--- config.mk ---
export PLATFORM = sky130hd
export DESIGN_NAME = wdpfs_top
export DESIGN_NICKNAME = d
export VERILOG_FILES = /design/src/hdl/wdpfs_pkg.sv /design/src/hdl/wdpfs_top.sv
export VERILOG_INCLUDE_DIRS = /design/src /design/src/hdl
export SDC_FILE = /design/constraint.sdc
export NUM_CORES = 1
export LEC_CHECK = 0
export BUFFER_PORTS_ARGS = -buffer_cell sky130_fd_sc_hd__buf_2
export CORE_ASPECT_RATIO = 1.25
export CORE_MARGIN = 2
export CORE_UTILIZATION = 59
export DETAILED_ROUTE_END_ITERATION = 8
export PLACE_DENSITY = 0.89
export SLEW_MARGIN = 20
export SYNTH_ARGS = -nofsm -noshare
export SYNTH_HDL_FRONTEND = slang
export SYNTH_SLANG_ARGS = --single-unit
--- constraint.sdc ---
create_clock -name clk_sys -period 2.9 [get_ports clk_sys]
set_clock_uncertainty 0.05 [all_clocks]
set_input_delay 0.29 -clock clk_sys [delete_from_list [all_inputs] [get_ports clk_sys]]
set_output_delay 0.29 -clock clk_sys [all_outputs]
set_load 0.1 [all_outputs]
--- src/hdl/wdpfs_defs.svh ---
// wdpfs_defs.svh: offsets, bit positions, reset values and counts
// assumes an 8-bit special function register space and a crystal clock
`ifndef WDPFS_DEFS_SVH
`define WDPFS_DEFS_SVH

// ----------------------------------------------------------------
// register offsets and timed-access keys
// ----------------------------------------------------------------
`define WDPFS_CLKCTL_ADDR 8'h8E
`define WDPFS_WDCTL_ADDR 8'hD8
`define WDPFS_XIE_ADDR 8'hE8
`define WDPFS_TA_ADDR 8'hC7
`define WDPFS_TA_KEY1 8'hAA
`define WDPFS_TA_KEY2 8'h55

// ----------------------------------------------------------------
// field positions
// ----------------------------------------------------------------
`define WDPFS_SEL_HI_BIT 7
`define WDPFS_SEL_LO_BIT 6
`define WDPFS_PF_IRQ_EN_BIT 5
`define WDPFS_PF_FLAG_BIT 4
`define WDPFS_EARLY_FLAG_BIT 3
`define WDPFS_CAUSE_FLAG_BIT 2
`define WDPFS_WD_EN_BIT 1
`define WDPFS_RESTART_BIT 0
`define WDPFS_WD_IRQ_EN_BIT 4

// ----------------------------------------------------------------
// reset values
// ----------------------------------------------------------------
`define WDPFS_CLKCTL_RST 8'h01
`define WDPFS_WDCTL_RST 8'h00
`define WDPFS_XIE_RST 8'h00

// ----------------------------------------------------------------
// timing counts, in crystal clocks
// ----------------------------------------------------------------
`define WDPFS_WD_INT0 27'h0020000
`define WDPFS_WD_INT1 27'h0100000
`define WDPFS_WD_INT2 27'h0800000
`define WDPFS_WD_INT3 27'h4000000
`define WDPFS_WD_TAIL 27'h0000200
`define WDPFS_POR_CLKS 17'h10000
`define WDPFS_WD_RST_CLKS 4'h4

// ----------------------------------------------------------------
// interrupt vectors
// ----------------------------------------------------------------
`define WDPFS_PF_VEC 8'h33
`define WDPFS_WDI_VEC 8'h63

`endif

--- src/hdl/wdpfs_pkg.sv ---
// wdpfs_pkg: types shared by the supervisor block
// assumes wdpfs_defs.svh supplies the numeric constants
`default_nettype none

package wdpfs_pkg;

   // ----------------------------------------------------------------
   // register bus request
   // ----------------------------------------------------------------
   typedef struct packed
   {
      logic [7:0] addr;
      logic [7:0] wdata;
      logic wr;
      logic rd;
   } wdpfs_sfr_req_s;

   // ----------------------------------------------------------------
   // state enumerations
   // ----------------------------------------------------------------
   typedef enum logic [1:0] {POR_HOLD, POR_COUNT, POR_RUN} wdpfs_por_e;
   typedef enum logic [1:0] {WD_COUNT, WD_FINAL} wdpfs_wd_e;
   typedef enum logic [1:0] {TA_LOCKED, TA_KEY1, TA_OPEN} wdpfs_ta_e;

endpackage : wdpfs_pkg

`default_nettype wire

--- src/hdl/wdpfs_top.sv ---
// wdpfs_top: watchdog, power-on/power-fail reset and power-fail warning
// assumes clk_sys is the crystal clock and the cpu drives one sfr access
// per cycle; supply comparator outputs are asynchronous
//
// Operation
// (RULE1) watchdog interval 2^17/2^20/2^23/2^26 by select
// (RULE2) early interrupt, then reset 512 clocks later
// (RULE3) early flag set with 512 clocks left
// (RULE4) reset flag marks a watchdog-caused reset
// (RULE5) enable bit turns the watchdog on
// (RULE6) restart bit begins a full new interval
// (RULE7) enable and restart need timed-access unlock first
// (RULE8) software unlocks with 0AAh then 55h at C7h
// (RULE9) watchdog request gated by its interrupt enable
// (RULE10) period select sits in bits 7 and 6
// (RULE11) controls at 8Eh, D8h and E8h
// (RULE12) software restarts before changing period select
// (RULE13) watchdog interrupt is a periodic idle wake
// (RULE14) power-up: hold, then 65536 clocks, then release
// (RULE15) supply below threshold holds reset throughout
// (RULE16) power-fail vector 0033h, highest priority
// (RULE17) bit 5 enables power-fail interrupt
// (RULE18) power-fail flag sticky until software clears
// (RULE19) reset clears count; restart drops pending phase
`timescale 1ns/1ps
`default_nettype none
`include "wdpfs_defs.svh"

module wdpfs_top
   import wdpfs_pkg::*;
#(
   parameter logic [26:0] WD_INT0 = `WDPFS_WD_INT0,
   parameter logic [26:0] WD_INT1 = `WDPFS_WD_INT1,
   parameter logic [26:0] WD_INT2 = `WDPFS_WD_INT2,
   parameter logic [26:0] WD_INT3 = `WDPFS_WD_INT3,
   parameter logic [16:0] POR_CLKS = `WDPFS_POR_CLKS
)
(
   input wire logic clk_sys,
   input wire logic srst,
   input wire wdpfs_sfr_req_s sfr_req,
   input wire logic supply_below_reset,
   input wire logic supply_below_warning,
   output logic [7:0] sfr_rdata_r,
   output logic cpu_reset_r,
   output logic wdog_irq_req_r,
   output logic power_fail_warning_irq_r,
   output logic [7:0] irq_vector_r,
   output logic idle_wake_r
);

   // ----------------------------------------------------------------
   // declarations
   // ----------------------------------------------------------------
   logic rst_meta_r;
   logic rst_sync_r;
   logic warn_meta_r;
   logic warn_sync_r;
   logic warn_dly_r;
   logic warn_rise;
   logic blk_rst;
   logic pwr_rst;
   wdpfs_por_e por_st_r;
   logic [16:0] por_cnt_r;
   wdpfs_ta_e ta_st_r;
   logic ta_open;
   logic [7:0] clkctl_r;
   logic [7:0] xie_r;
   logic [1:0] wdctl_spare_r;
   logic pf_irq_en_r;
   logic pf_flag_r;
   logic early_flag_r;
   logic cause_flag_r;
   logic wd_en_r;
   logic wr_clkctl;
   logic wr_wdctl;
   logic wr_xie;
   logic restart;
   wdpfs_wd_e wd_st_r;
   logic [26:0] wd_cnt_r;
   logic [26:0] wd_intv;
   logic early_evt;
   logic wd_fire;
   logic [3:0] wd_rst_cnt_r;
   logic wd_rst_act;
   logic [7:0] rd_val;
   logic wdog_irq_nxt;
   logic pf_irq_nxt;

   // ----------------------------------------------------------------
   // supply comparator synchronisers
   // ----------------------------------------------------------------
   always_ff @(posedge clk_sys)
   begin
      if (srst)
      begin
         rst_meta_r <= 1'b1;
         rst_sync_r <= 1'b1;
      end
      else
      begin
         rst_meta_r <= supply_below_reset;
         rst_sync_r <= rst_meta_r;
      end
   end

   always_ff @(posedge clk_sys)
   begin
      if (srst)
      begin
         warn_meta_r <= 1'b0;
         warn_sync_r <= 1'b0;
         warn_dly_r <= 1'b0;
      end
      else
      begin
         warn_meta_r <= supply_below_warning;
         warn_sync_r <= warn_meta_r;
         warn_dly_r <= warn_sync_r;
      end
   end

   assign warn_rise = warn_sync_r & ~warn_dly_r;

   // ----------------------------------------------------------------
   // power-on and power-fail reset sequencer
   // ----------------------------------------------------------------
   always_ff @(posedge clk_sys)
   begin
      if (srst)
      begin
         por_st_r <= POR_HOLD;
         por_cnt_r <= 17'h00000;
      end
      else
      begin
         case (por_st_r)
            POR_HOLD:
            begin
               por_cnt_r <= 17'h00000;
               if (!rst_sync_r)
                  por_st_r <= POR_COUNT; // [RULE14]
            end
            POR_COUNT:
            begin
               if (rst_sync_r)
                  por_st_r <= POR_HOLD; // [RULE15]
               else if (por_cnt_r == POR_CLKS - 17'h00001)
                  por_st_r <= POR_RUN; // [RULE14]
               else
                  por_cnt_r <= por_cnt_r + 17'h00001;
            end
            POR_RUN:
            begin
               por_cnt_r <= 17'h00000;
               if (rst_sync_r)
                  por_st_r <= POR_HOLD; // [RULE15]
            end
            default:
               por_st_r <= POR_HOLD;
         endcase
      end
   end

   assign pwr_rst = srst | (por_st_r != POR_RUN);

   // ----------------------------------------------------------------
   // watchdog reset stretcher
   // ----------------------------------------------------------------
   always_ff @(posedge clk_sys)
   begin
      if (pwr_rst)
         wd_rst_cnt_r <= 4'h0;
      else if (wd_fire)
         wd_rst_cnt_r <= `WDPFS_WD_RST_CLKS; // [RULE2]
      else if (wd_rst_cnt_r != 4'h0)
         wd_rst_cnt_r <= wd_rst_cnt_r - 4'h1;
   end

   assign wd_rst_act = (wd_rst_cnt_r != 4'h0);

   always_ff @(posedge clk_sys)
   begin
      if (srst)
         cpu_reset_r <= 1'b1;
      else
         cpu_reset_r <= (por_st_r != POR_RUN) | wd_rst_act; // [RULE15]
   end

   assign blk_rst = srst | cpu_reset_r | wd_rst_act;

   // ----------------------------------------------------------------
   // timed access unlock
   // ----------------------------------------------------------------
   always_ff @(posedge clk_sys)
   begin
      if (blk_rst)
         ta_st_r <= TA_LOCKED;
      else if (sfr_req.wr)
      begin
         if (sfr_req.addr == `WDPFS_TA_ADDR && sfr_req.wdata == `WDPFS_TA_KEY1)
            ta_st_r <= TA_KEY1; // [RULE8]
         else if (ta_st_r == TA_KEY1 && sfr_req.addr == `WDPFS_TA_ADDR
                  && sfr_req.wdata == `WDPFS_TA_KEY2)
            ta_st_r <= TA_OPEN; // [RULE8]
         else
            ta_st_r <= TA_LOCKED; // [RULE7]
      end
   end

   assign ta_open = (ta_st_r == TA_OPEN);

   // ----------------------------------------------------------------
   // register decode
   // ----------------------------------------------------------------
   assign wr_clkctl = sfr_req.wr && sfr_req.addr == `WDPFS_CLKCTL_ADDR; // [RULE11]
   assign wr_wdctl = sfr_req.wr && sfr_req.addr == `WDPFS_WDCTL_ADDR; // [RULE11]
   assign wr_xie = sfr_req.wr && sfr_req.addr == `WDPFS_XIE_ADDR; // [RULE11]
   assign restart = wr_wdctl && ta_open && sfr_req.wdata[`WDPFS_RESTART_BIT]; // [RULE7]

   // ----------------------------------------------------------------
   // clock control and extended interrupt enable
   // ----------------------------------------------------------------
   always_ff @(posedge clk_sys)
   begin
      if (blk_rst)
         clkctl_r <= `WDPFS_CLKCTL_RST;
      else if (wr_clkctl)
         clkctl_r <= sfr_req.wdata; // [RULE10]
   end

   always_ff @(posedge clk_sys)
   begin
      if (blk_rst)
         xie_r <= `WDPFS_XIE_RST;
      else if (wr_xie)
         xie_r <= sfr_req.wdata; // [RULE9]
   end

   // ----------------------------------------------------------------
   // watchdog control fields
   // ----------------------------------------------------------------
   always_ff @(posedge clk_sys)
   begin
      if (blk_rst)
      begin
         wdctl_spare_r <= 2'h0;
         pf_irq_en_r <= 1'b0;
      end
      else if (wr_wdctl)
      begin
         wdctl_spare_r <= sfr_req.wdata[7:6];
         pf_irq_en_r <= sfr_req.wdata[`WDPFS_PF_IRQ_EN_BIT]; // [RULE17]
      end
   end

   always_ff @(posedge clk_sys)
   begin
      if (blk_rst)
         wd_en_r <= 1'b0;
      else if (wr_wdctl && ta_open)
         wd_en_r <= sfr_req.wdata[`WDPFS_WD_EN_BIT]; // [RULE5] [RULE7]
   end

   always_ff @(posedge clk_sys)
   begin
      if (blk_rst)
         pf_flag_r <= 1'b0;
      else if (warn_rise)
         pf_flag_r <= 1'b1; // [RULE18]
      else if (wr_wdctl && !sfr_req.wdata[`WDPFS_PF_FLAG_BIT])
         pf_flag_r <= 1'b0; // [RULE18]
   end

   always_ff @(posedge clk_sys)
   begin
      if (blk_rst)
         early_flag_r <= 1'b0;
      else if (early_evt)
         early_flag_r <= 1'b1; // [RULE3]
      else if (wr_wdctl && !sfr_req.wdata[`WDPFS_EARLY_FLAG_BIT])
         early_flag_r <= 1'b0;
   end

   always_ff @(posedge clk_sys)
   begin
      if (pwr_rst)
         cause_flag_r <= 1'b0;
      else if (wd_fire)
         cause_flag_r <= 1'b1; // [RULE4]
      else if (wr_wdctl && !cpu_reset_r && !sfr_req.wdata[`WDPFS_CAUSE_FLAG_BIT])
         cause_flag_r <= 1'b0;
   end

   // ----------------------------------------------------------------
   // watchdog counter
   // ----------------------------------------------------------------
   always_comb
   begin
      case (clkctl_r[`WDPFS_SEL_HI_BIT:`WDPFS_SEL_LO_BIT]) // [RULE10]
         2'b00: wd_intv = WD_INT0; // [RULE1]
         2'b01: wd_intv = WD_INT1; // [RULE1]
         2'b10: wd_intv = WD_INT2; // [RULE1]
         2'b11: wd_intv = WD_INT3; // [RULE1]
         default: wd_intv = WD_INT0;
      endcase
   end

   assign early_evt = wd_en_r && !restart && wd_st_r == WD_COUNT
                      && wd_cnt_r >= wd_intv - 27'h0000001; // [RULE2] [RULE3]
   assign wd_fire = wd_en_r && !restart && wd_st_r == WD_FINAL
                    && wd_cnt_r == `WDPFS_WD_TAIL - 27'h0000001; // [RULE2]

   always_ff @(posedge clk_sys)
   begin
      if (blk_rst)
      begin
         wd_st_r <= WD_COUNT; // [RULE19]
         wd_cnt_r <= 27'h0000000;
      end
      else if (restart || !wd_en_r)
      begin
         wd_st_r <= WD_COUNT; // [RULE6] [RULE19]
         wd_cnt_r <= 27'h0000000;
      end
      else
      begin
         case (wd_st_r)
            WD_COUNT:
            begin
               if (early_evt)
               begin
                  wd_st_r <= WD_FINAL; // [RULE2]
                  wd_cnt_r <= 27'h0000000;
               end
               else
                  wd_cnt_r <= wd_cnt_r + 27'h0000001; // [RULE1]
            end
            WD_FINAL:
            begin
               if (wd_fire)
               begin
                  wd_st_r <= WD_COUNT;
                  wd_cnt_r <= 27'h0000000;
               end
               else
                  wd_cnt_r <= wd_cnt_r + 27'h0000001; // [RULE2]
            end
            default:
            begin
               wd_st_r <= WD_COUNT;
               wd_cnt_r <= 27'h0000000;
            end
         endcase
      end
   end

   // ----------------------------------------------------------------
   // read path
   // ----------------------------------------------------------------
   always_comb
   begin
      case (sfr_req.addr)
         `WDPFS_CLKCTL_ADDR: rd_val = clkctl_r;
         `WDPFS_WDCTL_ADDR: rd_val = {wdctl_spare_r, pf_irq_en_r, pf_flag_r,
                                      early_flag_r, cause_flag_r, wd_en_r, 1'b0};
         `WDPFS_XIE_ADDR: rd_val = xie_r;
         default: rd_val = 8'h00;
      endcase
   end

   always_ff @(posedge clk_sys)
   begin
      if (srst)
         sfr_rdata_r <= 8'h00;
      else if (sfr_req.rd)
         sfr_rdata_r <= rd_val;
   end

   // ----------------------------------------------------------------
   // interrupt requests
   // ----------------------------------------------------------------
   assign wdog_irq_nxt = early_flag_r & xie_r[`WDPFS_WD_IRQ_EN_BIT]; // [RULE9]
   assign pf_irq_nxt = pf_flag_r & pf_irq_en_r; // [RULE16] [RULE17]

   always_ff @(posedge clk_sys)
   begin
      if (blk_rst)
      begin
         wdog_irq_req_r <= 1'b0;
         power_fail_warning_irq_r <= 1'b0;
      end
      else
      begin
         wdog_irq_req_r <= wdog_irq_nxt; // [RULE9]
         power_fail_warning_irq_r <= pf_irq_nxt; // [RULE16]
      end
   end

   always_ff @(posedge clk_sys)
   begin
      if (blk_rst)
         irq_vector_r <= 8'h00;
      else if (pf_irq_nxt)
         irq_vector_r <= `WDPFS_PF_VEC; // [RULE16]
      else if (wdog_irq_nxt)
         irq_vector_r <= `WDPFS_WDI_VEC;
      else
         irq_vector_r <= 8'h00;
   end

   always_ff @(posedge clk_sys)
   begin
      if (blk_rst)
         idle_wake_r <= 1'b0;
      else
         idle_wake_r <= wdog_irq_nxt | pf_irq_nxt; // [RULE13]
   end

endmodule : wdpfs_top

`default_nettype wire

==> results of run 1 <==
critical path: stages, from the launching register on:
cell and delay (ns):
dfxtp_1 0.33, and4_1 0.24, and4_1 0.28, and4_1 0.20
ha_1 0.21, nor3_2 0.20, and4_1 0.37, nand4_1 0.16
xor2_1 0.16, nor2_1 0.05
cell usage after synthesis (2+ instances only):
master / n
a211oi_1: 4
a21o_1: 7
a21oi_1: 31
a221oi_1: 2
a222oi_1: 2
a22oi_1: 5
a2bb2oi_1: 2
and2_1: 2
and3_1: 5
and4_1: 8
buf_2: 3
buf_4: 7
buf_6: 5
clkbuf_1: 12
conb_1: 2
dfxtp_1: 94
ha_1: 14
inv_1: 11
mux2i_1: 3
nand2_1: 51
nand2b_1: 5
nand3_1: 31
nand3b_1: 2
nand4_1: 15
nand4b_1: 4
nand4bb_1: 2
nor2_1: 39
nor2b_1: 3
nor3_1: 22
nor3_2: 21
nor3b_1: 2
nor4_1: 7
o21a_1: 2
o21ai_0: 3
o31ai_1: 2
or2_2: 3
or3_1: 3
or3b_1: 2
or4_1: 2
xnor2_1: 23
xor2_1: 18
worst paths after layout:
path                                 endpoint  depth (start not counted)  slack [ns]
worst max register to register  por_cnt_r[15]                          9        0.53
worst max-delay path            por_cnt_r[15]                          9        0.53
worst min-delay path               rst_meta_r                          2        0.03
worst min register to register     rst_sync_r                          1        0.38
sequential cells by signal, indices dropped and copies added, names as in the netlist, 2 cells and up:
| register | flops |
|---|---|
| por_cnt_r | 17 |
| por_st_r | 2 |
| irq_vector_r | 2 |
| clkctl_r | 8 |
| wd_rst_cnt_r | 4 |
| wdctl_spare_r | 2 |
| xie_r | 8 |
| ta_st_r | 2 |
| sfr_rdata_r | 8 |
| wd_cnt_r | 27 |
area by class of cell:
cell class              count  share of cell area
well taps                  92             0.02353
inverters                  11            0.008440
multi-input cells         364              0.4905
repair buffers             46             0.05115
clock buffers               9             0.02532
clock inverters             7             0.01637
flip-flops and latches     94              0.3847
cells by family after synthesis:
logic type               Yosys count
AO/OA/AOI/OAI                     65
XOR/XNOR                          41
adder cells (fa/ha/maj)           14
buffers and inverters             38
flip-flops                        94
multiplexers                       4
other                              2
AND/OR/NAND/NOR                  236
per-layer routing:
metal	share of wire	routed length, µm
met1	0.40	3661
met2	0.52	4761
met3	0.052	478
met5	0	0
met4	0.037	340
metrics by stage:
stage | utilization | cells
after floorplan | - | 496
after global placement | 0.6372 | 607
after detailed placement | 0.6372 | 607
after CTS | 0.6650 | 623
after global routing | 0.6650 | 623
final | 0.6650 | 623
where the power goes:
| group | switching [mW] | internal (mW) | leakage, nW |
|---|---|---|---|
| logic | 0.0583 | 0.0235 | 0.741 |
| registers | 0.00188 | 1.29 | 0.758 |
| clock network | 0.519 | 0.342 | 0.0994 |
| total | 0.579 | 1.66 | 1.60 |
cells in the final DEF (no fill, tap or decap), types with 3 or more instances in the layout:
cell type / count
nand4b_1: 4
a21oi_1: 31
nand3_1: 31
ha_1: 14
nor3_2: 21
a22oi_1: 5
inv_1: 11
nand2b_1: 5
buf_2: 38
mux2i_1: 3
or2_2: 3
xor2_1: 18
buf_4: 8
nand2_1: 51
nor4_1: 7
dfxtp_1: 94
clkbuf_8: 9
o21ai_0: 3
or3_1: 3
a21o_1: 7
nor2_1: 39
nor2b_1: 3
and3_1: 5
a211oi_1: 4
xnor2_1: 23
nand4_1: 15
nor3_1: 22
conb_1: 4
and4_1: 8
==> reports/metrics.csv, run 1 <==
stage;metric;value;unit
clocking;# H-tree levels;3;
drt;DR iter-0 viols;221;
yosys;post-synthesis sequential area ratio;0.4196;
layout;Ant. Diodes;0;
yosys;cell taking the most area after synthesis;dfxtp_1;
sta;Tcrit/Tclk final;0.8161;
drt;Routed WL per cell;14.83;µm
sta;fin. max-slew vios;0;
layout;Area growth syn-to-layout;9.096;%
yosys;Synth Area in XOR/XNOR;0.08008;
yosys;EDFF count, synth;0;
yosys;Syn. warnings;0;
sta;setup_tns;0;ns
clocking;CTS tree;done;
yosys;Async SR Flop Fraction;0;
yosys;Synth area leaders;dfxtp_1 42%, nor3_2 4.7%, xnor2_1 4.5%;
clocking;Post-CTS Hold Buffers;0;
yosys;Mapped Avg Cell Area;9.078;µm²
worst_setup_path;CP endpoint kind;flop;
global_routing;grt peak-use layer;met2;
clocking;Clk Latency, worst-skew pair;0.38;ns
sta;relative slew slack;0.3535;
power;leakage;1.598;nW
clocking;root buffer cell;clkbuf_8;
floorplan;full die area;8318;µm²
yosys;Syn Inst Count;494;
clocking;post-cts gate resize count;0;
yosys;largest family of logic cells by synthesized area;simple AND/OR/NAND/NOR gates;
yosys;Synth Register Bits;94;
global_routing;grt total ovfl;0;
worst_setup_path;Setup crit start;por_cnt_r[7];
floorplan;io pins;42;
global_routing;Global Route met2 Usage;0.4265;
sta;count of final setup violators;0;
yosys;Most used DFF post-synth;dfxtp_1;
worst_setup_path;WS Path Type;flop to flop;
yosys;area fraction in compound gates after synthesis;0.1010;
worst_setup_path;reg2reg start;por_cnt_r[7];
power;Tot Pwr;2.238;mW
worst_setup_path;Worst Setup Start Kind;flop;
drt;ANT nets after route;0;
layout;share of layout cells above drive strength 1;0.1770;
drt;Vias/cell;5.957;
sta;Period minus WS final;2.367;ns
global_routing;largest net degree at the start of global routing;29;
global_routing;Tot GR Track Use;0.2384;
worst_setup_path;worst-path fanout max;6;
drt;WL final;9.241;mm
min_path;Hold Crit Start;supply_below_reset;
yosys;Synth Area in Simple Gates;0.3025;
clocking;CTS clk-pin slew, worst paths;0.11;ns
floorplan;core area;7357;µm²
floorplan;effective utilization at floorplan;0.6095;
yosys;count of cell types in the netlist;54;
layout;Layout Nets;562;
sta;final worst slack;0.5333;ns
placed_design;dpl cell area;4688;µm²
yosys;post-synthesis mux area share;0.009208;
clocking;TritonCTS Sinks;94;
drt;DR vias;3711;
global_routing;met3 usage;0.05258;
worst_setup_path;CP Data Required Time;3.10;ns
global_routing;first-pass GRT wire length;15.44;mm
placed_design;detailed-placement wirelength estimate;6.612;mm
yosys;Yosys top cell area share;0.4196;
power;Power per Cell Area;457.5;nW/µm²
placed_design;Post-Place Setup Slack;0.5647;ns
sta;Worst-Margin Slew;0.9616;ns
layout;design area;4892;µm²
status;status;complete, no violations;
min_path;Hold WC Path Type;primary input to flop;
layout;Storage cell area;1882;µm²
placed_design;IO buf count;38;
floorplan;FP Rows;35;
sta;Final Hold Fails;0;
global_routing;vias in the first global route;3514;
clocking;Post-CTS Repair Setup Buffers;0;
yosys;Synth Cell Area;4484;µm²
drt;DR pass1 iterations;6;
layout;FILL cells;574;
drt;drc violations;0;
placed_design;Routability Congestion;0.8570;
global_routing;initial antenna violation count;0;
sta;Fin Hold WS;0.02693;ns
sta;fmax;0.4225;GHz
sta;RSZ-0062 raised after global routing;false;
power;VDD IR max;0.3292;mV
layout;Multi-input gate area;2400;µm²
yosys;Post-Synth Adder-Cell Area;0.03906;
floorplan;Die H;101.5;µm
floorplan;DIE WIDTH;81.98;µm
run;Max-Cap Viols;0;
worst_setup_path;CP Data Arrival Time;2.57;ns
global_routing;met1 usage;0.2513;
clocking;Clock Path Buffers;2;
clocking;CTS buffer count;9;
No activity file was read; power rests on OpenSTA's default activity.
==> inputs of run 2 (changes only) <==
- CORE_UTILIZATION: 59 -> 53
- PLACE_DENSITY: 0.89 -> 0.85
- clock period: 2.9 -> 2 ns (I/O delays scaled with it)
==> run 2 against run 1 <==
  * The flow now finishes with violations (negative setup slack)
  * Register-to-register slack lost 0.66 ns
  * Critical path depth fell by 1
  * Cell count grew 8.5%
  * Power rose by 46%
  * Setup slack got worse by 0.66 ns
  * Flip-flop and latch count stayed put
  * Clock power increased by 47%
  * First-iteration DRC count shrank 13%
  * Routed wire length is 15% higher
  * Largest power group unchanged
==> reports/metrics.csv, run 2 (same netlist as run 1, synthesis figures left out) <==
stage;metric;value;unit
sta;RSZ-0062 raised after global routing;true;
clocking;# H-tree levels;3;
drt;DR iter-0 viols;193;
power;Power per Cell Area;593.7;nW/µm²
global_routing;Tot GR Track Use;0.2330;
clocking;root buffer cell;clkbuf_8;
layout;Ant. Diodes;0;
drt;DR pass1 iterations;5;
drt;drc violations;0;
sta;Fin Hold WS;0.05069;ns
worst_setup_path;CP Data Arrival Time;2.35;ns
sta;fin. max-slew vios;0;
placed_design;IO buf count;38;
layout;share of layout cells above drive strength 1;0.3005;
drt;Vias/cell;5.842;
power;VDD IR max;0.3147;mV
worst_setup_path;CP endpoint kind;flop;
power;Tot Pwr;3.258;mW
sta;Final Hold Fails;0;
worst_setup_path;r2r setup slk;-0.13;ns
drt;DR vias;3949;
placed_design;Routability Congestion;0.8232;
run;Max-Cap Viols;0;
sta;final worst slack;-0.1310;ns
layout;Area growth syn-to-layout;22.38;%
worst_setup_path;worst-path cell chain;nand2_4 > ha_1 > a21o_1 > a221oi_2 > a311oi_4 > buf_4 > buf_12 > nor3_1;
clocking;CTS buffer count;9;
power;leakage;1.896;nW
worst_setup_path;worst-path fanout max;14;
sta;Period minus WS final;2.131;ns
sta;Worst-Margin Slew;0.9150;ns
sta;count of final setup violators;33;
layout;Layout Nets;610;
clocking;CTS clk-pin slew, worst paths;0.11;ns
layout;most frequent cells in the layout;86 x dfxtp_1, 50 x nand2_1, 49 x buf_4, 38 x nor2_1, 38 x buf_2;
worst_setup_path;CP Data Required Time;2.22;ns
layout;design area;5488;µm²
clocking;CTS tree;done;
min_path;Hold WC Path Type;primary input to flop;
layout;Regs by FF count;wd_cnt_r (27), por_cnt_r (17);
clocking;Clock Path Buffers;2;
floorplan;FP Rows;37;
floorplan;full die area;9217;µm²
status;status;finished with violations;
drt;ANT nets after route;0;
global_routing;grt total ovfl;0;
floorplan;effective utilization at floorplan;0.5442;
clocking;TritonCTS Sinks;94;
clocking;Clk Latency, worst-skew pair;0.37;ns
worst_setup_path;crit-path max cell delay;0.40;ns
worst_setup_path;CP max stage cell;dfxtp_4;
global_routing;initial antenna violation count;0;
worst_setup_path;Bufs and invs on worst path;2;
drt;Routed WL per cell;15.67;µm
layout;commonest non-fill, non-tap cell in the layout;dfxtp_1;
drt;WL final;10.59;mm
sta;fmax;0.4693;GHz
sta;relative slew slack;0.3848;
layout;Most flops, register;wd_cnt_r;
worst_setup_path;WS Path Type;flop to flop;
layout;max reg flops;27;
floorplan;io pins;42;
sta;setup_tns;-2.708;ns
worst_setup_path;Worst Setup Start Kind;flop;
placed_design;dpl cell area;5125;µm²
status;failing checks;negative setup slack;
floorplan;DIE WIDTH;86.27;µm
floorplan;Die H;106.8;µm
floorplan;core area;8240;µm²
worst_setup_path;family with the most delay on the worst path;compound AO/OA/AOI/OAI gates;
layout;Util after Layout;0.6660;
global_routing;largest net degree at the start of global routing;25;
sta;Tcrit/Tclk final;1.066;
global_routing;vias in the first global route;3941;
global_routing;first-pass GRT wire length;17.33;mm
placed_design;detailed-placement wirelength estimate;7.330;mm
[run 2: path summary, 6_finish.rpt]
check              startpoint     endpoint  depth (start not counted)
hold / removal           srst  por_st_r[1]                          2
hold reg to reg    rst_meta_r   rst_sync_r                          1
setup reg to reg  clkctl_r[7]  wd_cnt_r[2]                          8
setup / recovery  clkctl_r[7]  wd_cnt_r[2]                          8
[run 2: power breakdown]
group	total (mW)	switching, mW	internal, mW
Clock	1.26	0.757	0.499
Sequential	1.88	0.00293	1.87
Combinational	0.126	0.0871	0.0392
Total	3.26	0.847	2.41
[run 2: area by class of cell]
cell class / count / area [µm²]
tap: 97 / 121.4
clock inverter: 7 / 77.57
multi-input combinational: 364 / 2550
timing repair buffer: 94 / 676.9
clock buffer: 9 / 123.9
sequential: 94 / 1897
fill: 576 / 2753
inverter: 11 / 41.29
[run 2: through the flow]
stage / setup slack (ns) / instances
CTS: -0.1167 / 673
floorplan: -0.2362 / 496
global route: -0.2290 / 676
global placement: -0.08299 / 652
finish: -0.1310 / 676
detailed placement: -0.2366 / 652
[run 2: layer usage]
metal	global-route usage	vias up	share of wire
met2	0.4485	128	0.54
met1	0.2454	1880	0.39
met5	0	-	0
met4	0.08929	0	0.029
li1	-	1909	-
met3	0.04234	32	0.046
[run 2: timing repair]
action,4_1_cts,5_1_grt
endpoints found under the hold margin,2,0
pin swaps,8,10
hold buffers,2,0
endpoints found under the setup margin,40,47
resized for setup,8,14
setup buffers,2,3
cloned,1,0
[run 2: worst reg2reg max path: stages (launching register included)]
cell,delay [ns]
dfxtp_4,0.40
nand2_4,0.07
ha_1,0.30
a21o_1,0.19
a221oi_2,0.36
a311oi_4,0.15
buf_4,0.17
buf_12,0.14
nor3_1,0.21
==> inputs of run 3 (changes only) <==
- CORE_UTILIZATION: 53 -> 50
- GPL_TIMING_DRIVEN: unset -> 1
- PLACE_DENSITY: 0.85 -> 0.82
==> run 3 against run 2 <==
  * The flow still finishes with violations (negative setup slack)
  * Flip-flop and latch count is the same
  * Clock-buffer cell count is the same
  * Register-to-register slack lost 0.06 ns
  * Global-route usage grew 0.40 points
  * Setup slack lost 0.057 ns
  * Sequential power is essentially flat
  * Core utilization shrank 1.5 points
  * Routed wire length grew 9.1%
  * Die area grew 5.7%
  * Cell count grew 3.7%
  * Final area grew 3.2%
  * Clock power is essentially flat
  * Largest cell class unchanged
==> reports/metrics.csv, run 3 (same netlist as run 1, synthesis figures left out) <==
stage;metric;value;unit
floorplan;Die H;109.9;µm
global_routing;grt total ovfl;0;
power;Tot Pwr;3.259;mW
layout;most frequent cells in the layout;85 x dfxtp_1, 48 x nand2_1, 48 x buf_4, 38 x nor2_1, 38 x buf_2;
worst_setup_path;Worst Setup Start Kind;flop;
min_path;Hold WC Path Type;primary input to flop;
clocking;Clock Path Buffers;2;
run;Max-Cap Viols;0;
status;failing checks;negative setup slack;
worst_setup_path;r2r setup slk;-0.19;ns
layout;design area;5664;µm²
drt;Vias/cell;5.822;
global_routing;largest net degree at the start of global routing;25;
clocking;CTS clk-pin slew, worst paths;0.10;ns
drt;DR iter-0 viols;274;
sta;Period minus WS final;2.188;ns
global_routing;Tot GR Track Use;0.2370;
clocking;CTS buffer count;9;
layout;Regs by FF count;wd_cnt_r (27), por_cnt_r (17);
sta;Worst-Margin Slew;1.026;ns
global_routing;vias in the first global route;3982;
worst_setup_path;worst-path fanout max;5;
power;leakage;1.907;nW
power;VDD IR max;0.3040;mV
power;P_int;2.410;mW
clocking;# H-tree levels;3;
floorplan;io pins;42;
worst_setup_path;reg2reg start;wd_cnt_r[26];
layout;Util after Layout;0.6510;
sta;fmax;0.4570;GHz
layout;commonest non-fill, non-tap cell in the layout;dfxtp_1;
worst_setup_path;worst-path cell chain;ha_2 > nand3_4 > nor3_4 > o211ai_1 > a311oi_4 > buf_4 > buf_6 > nor3_2;
global_routing;initial antenna violation count;0;
worst_setup_path;R2R cell count;8;
layout;Most flops, register;wd_cnt_r;
sta;setup_tns;-5.116;ns
floorplan;core area;8701;µm²
clocking;Clk Latency, worst-skew pair;0.38;ns
worst_setup_path;CP endpoint kind;flop;
worst_setup_path;CP Data Arrival Time;2.41;ns
power;NetSw;849.0;µW
layout;Ant. Diodes;0;
layout;Area growth syn-to-layout;26.31;%
drt;ANT nets after route;0;
layout;share of layout cells above drive strength 1;0.3270;
sta;count of final setup violators;33;
drt;WL final;11.56;mm
min_path;Hold Crit Start;sfr_req[3];
power;clock network fraction of total power;0.384;
worst_setup_path;crit-path max cell delay;0.40;ns
placed_design;IO buf count;38;
worst_setup_path;CP Data Required Time;2.23;ns
power;Sw Ratio;0.2605;
floorplan;FP Rows;38;
drt;DR pass1 iterations;5;
floorplan;effective utilization at floorplan;0.5154;
sta;Tcrit/Tclk final;1.094;
placed_design;dpl cell area;5136;µm²
worst_setup_path;WS Path Type;flop to flop;
placed_design;detailed-placement wirelength estimate;7.372;mm
power;combinational power share;0.041;
sta;relative slew slack;0.3102;
sta;RSZ-0062 raised after global routing;true;
clocking;TritonCTS Sinks;94;
global_routing;first-pass GRT wire length;18.04;mm
min_path;hold path endpoint;wd_en_r;
power;Power per Cell Area;575.3;nW/µm²
floorplan;DIE WIDTH;88.71;µm
layout;Layout Nets;612;
drt;Routed WL per cell;16.49;µm
drt;DR vias;4081;
power;register share of total power;0.576;
status;status;finished with violations;
sta;Final Hold Fails;0;
placed_design;Routability Congestion;0.8452;
clocking;root buffer cell;clkbuf_8;
layout;max reg flops;27;
drt;drc violations;0;
sta;final worst slack;-0.1880;ns
worst_setup_path;CP max stage cell;ha_2;
min_path;Hold Crit Depth;3;
floorplan;full die area;9747;µm²
clocking;CTS tree;done;
sta;fin. max-slew vios;0;
worst_setup_path;FF-to-FF End;wd_cnt_r[19];
run 3: cell count changes in the layout (fill, tap and decap cells not counted), sizes merged:
cell,before,now
buf,92,94
run 3: worst max path at each step:
stage | to | depth (start not counted) | slack, ns | start
2_1_floorplan | por_cnt_r[7] | 11 | -0.24 | por_cnt_r[4]
3_3_place_gp | sfr_rdata_r[5] | 7 | -0.14 | sfr_req[13]
3_5_place_dp | por_cnt_r[15] | 9 | -0.16 | por_cnt_r[0]
4_1_cts | wd_cnt_r[12] | 9 | -0.12 | clkctl_r[7]
5_1_grt | wd_cnt_r[3] | 9 | -0.26 | clkctl_r[7]
6_report | wd_cnt_r[19] | 8 | -0.19 | wd_cnt_r[26]
run 3: worst max-delay path: cells and delay by family, from the launching register on:
family,cells,cell delay (ns)
buffers and inverters,2,0.32
AND/OR/NAND/NOR,3,0.43
AO/OA/AOI/OAI,2,0.49
flip-flops,1,0.37
adder cells (fa/ha/maj),1,0.40
run 3: per-stage QoR:
step | worst slack (ns) | hold slack [ns] | instances
after floorplan | -0.2362 | 0.2538 | 496
after global placement | -0.1403 | 0.3331 | 676
after detailed placement | -0.1630 | 0.3396 | 676
after CTS | -0.1231 | 0.05190 | 700
after global routing | -0.2609 | 0.06849 | 701
final | -0.1880 | 0.06211 | 701
run 3: timing repair:
item                                    CTS  global route
buffers inserted                          4             1
resized for setup                        27            27
endpoints found under the setup margin   45            48
hold endpoints to repair                  2             0
pin swaps                                29            23
gates cloned                              2             0
hold buffers                              2             0
run 3: layout make-up:
| type | count | area (µm²) |
|---|---|---|
| Clock buffer | 9 | 123.9 |
| Clock inverter | 7 | 75.07 |
| Fill cell | 644 | 3037 |
| Inverter | 11 | 41.29 |
| Multi-Input combinational cell | 364 | 2695 |
| Sequential cell | 94 | 1898 |
| Tap cell | 120 | 150.1 |
| Timing Repair Buffer | 96 | 680.7 |
run 3: metal layers:
metal  GRT usage  up-vias  share of wire
met2      0.4366      170           0.53
met1      0.2506     1951           0.38
li1            -     1916              -
met5           0        -              0
met3     0.04279       44          0.049
met4      0.1255        0          0.040
run 3: power groups by stage:
stage          Clock [mW]  Combinational (mW)  Sequential (mW)
2_1_floorplan           0              0.0694             1.93
3_3_place_gp            0               0.117             1.92
3_5_place_dp            0               0.120             1.92
4_1_cts              1.28               0.128             1.88
5_1_grt              1.35               0.139             1.88
6_report             1.25               0.132             1.88
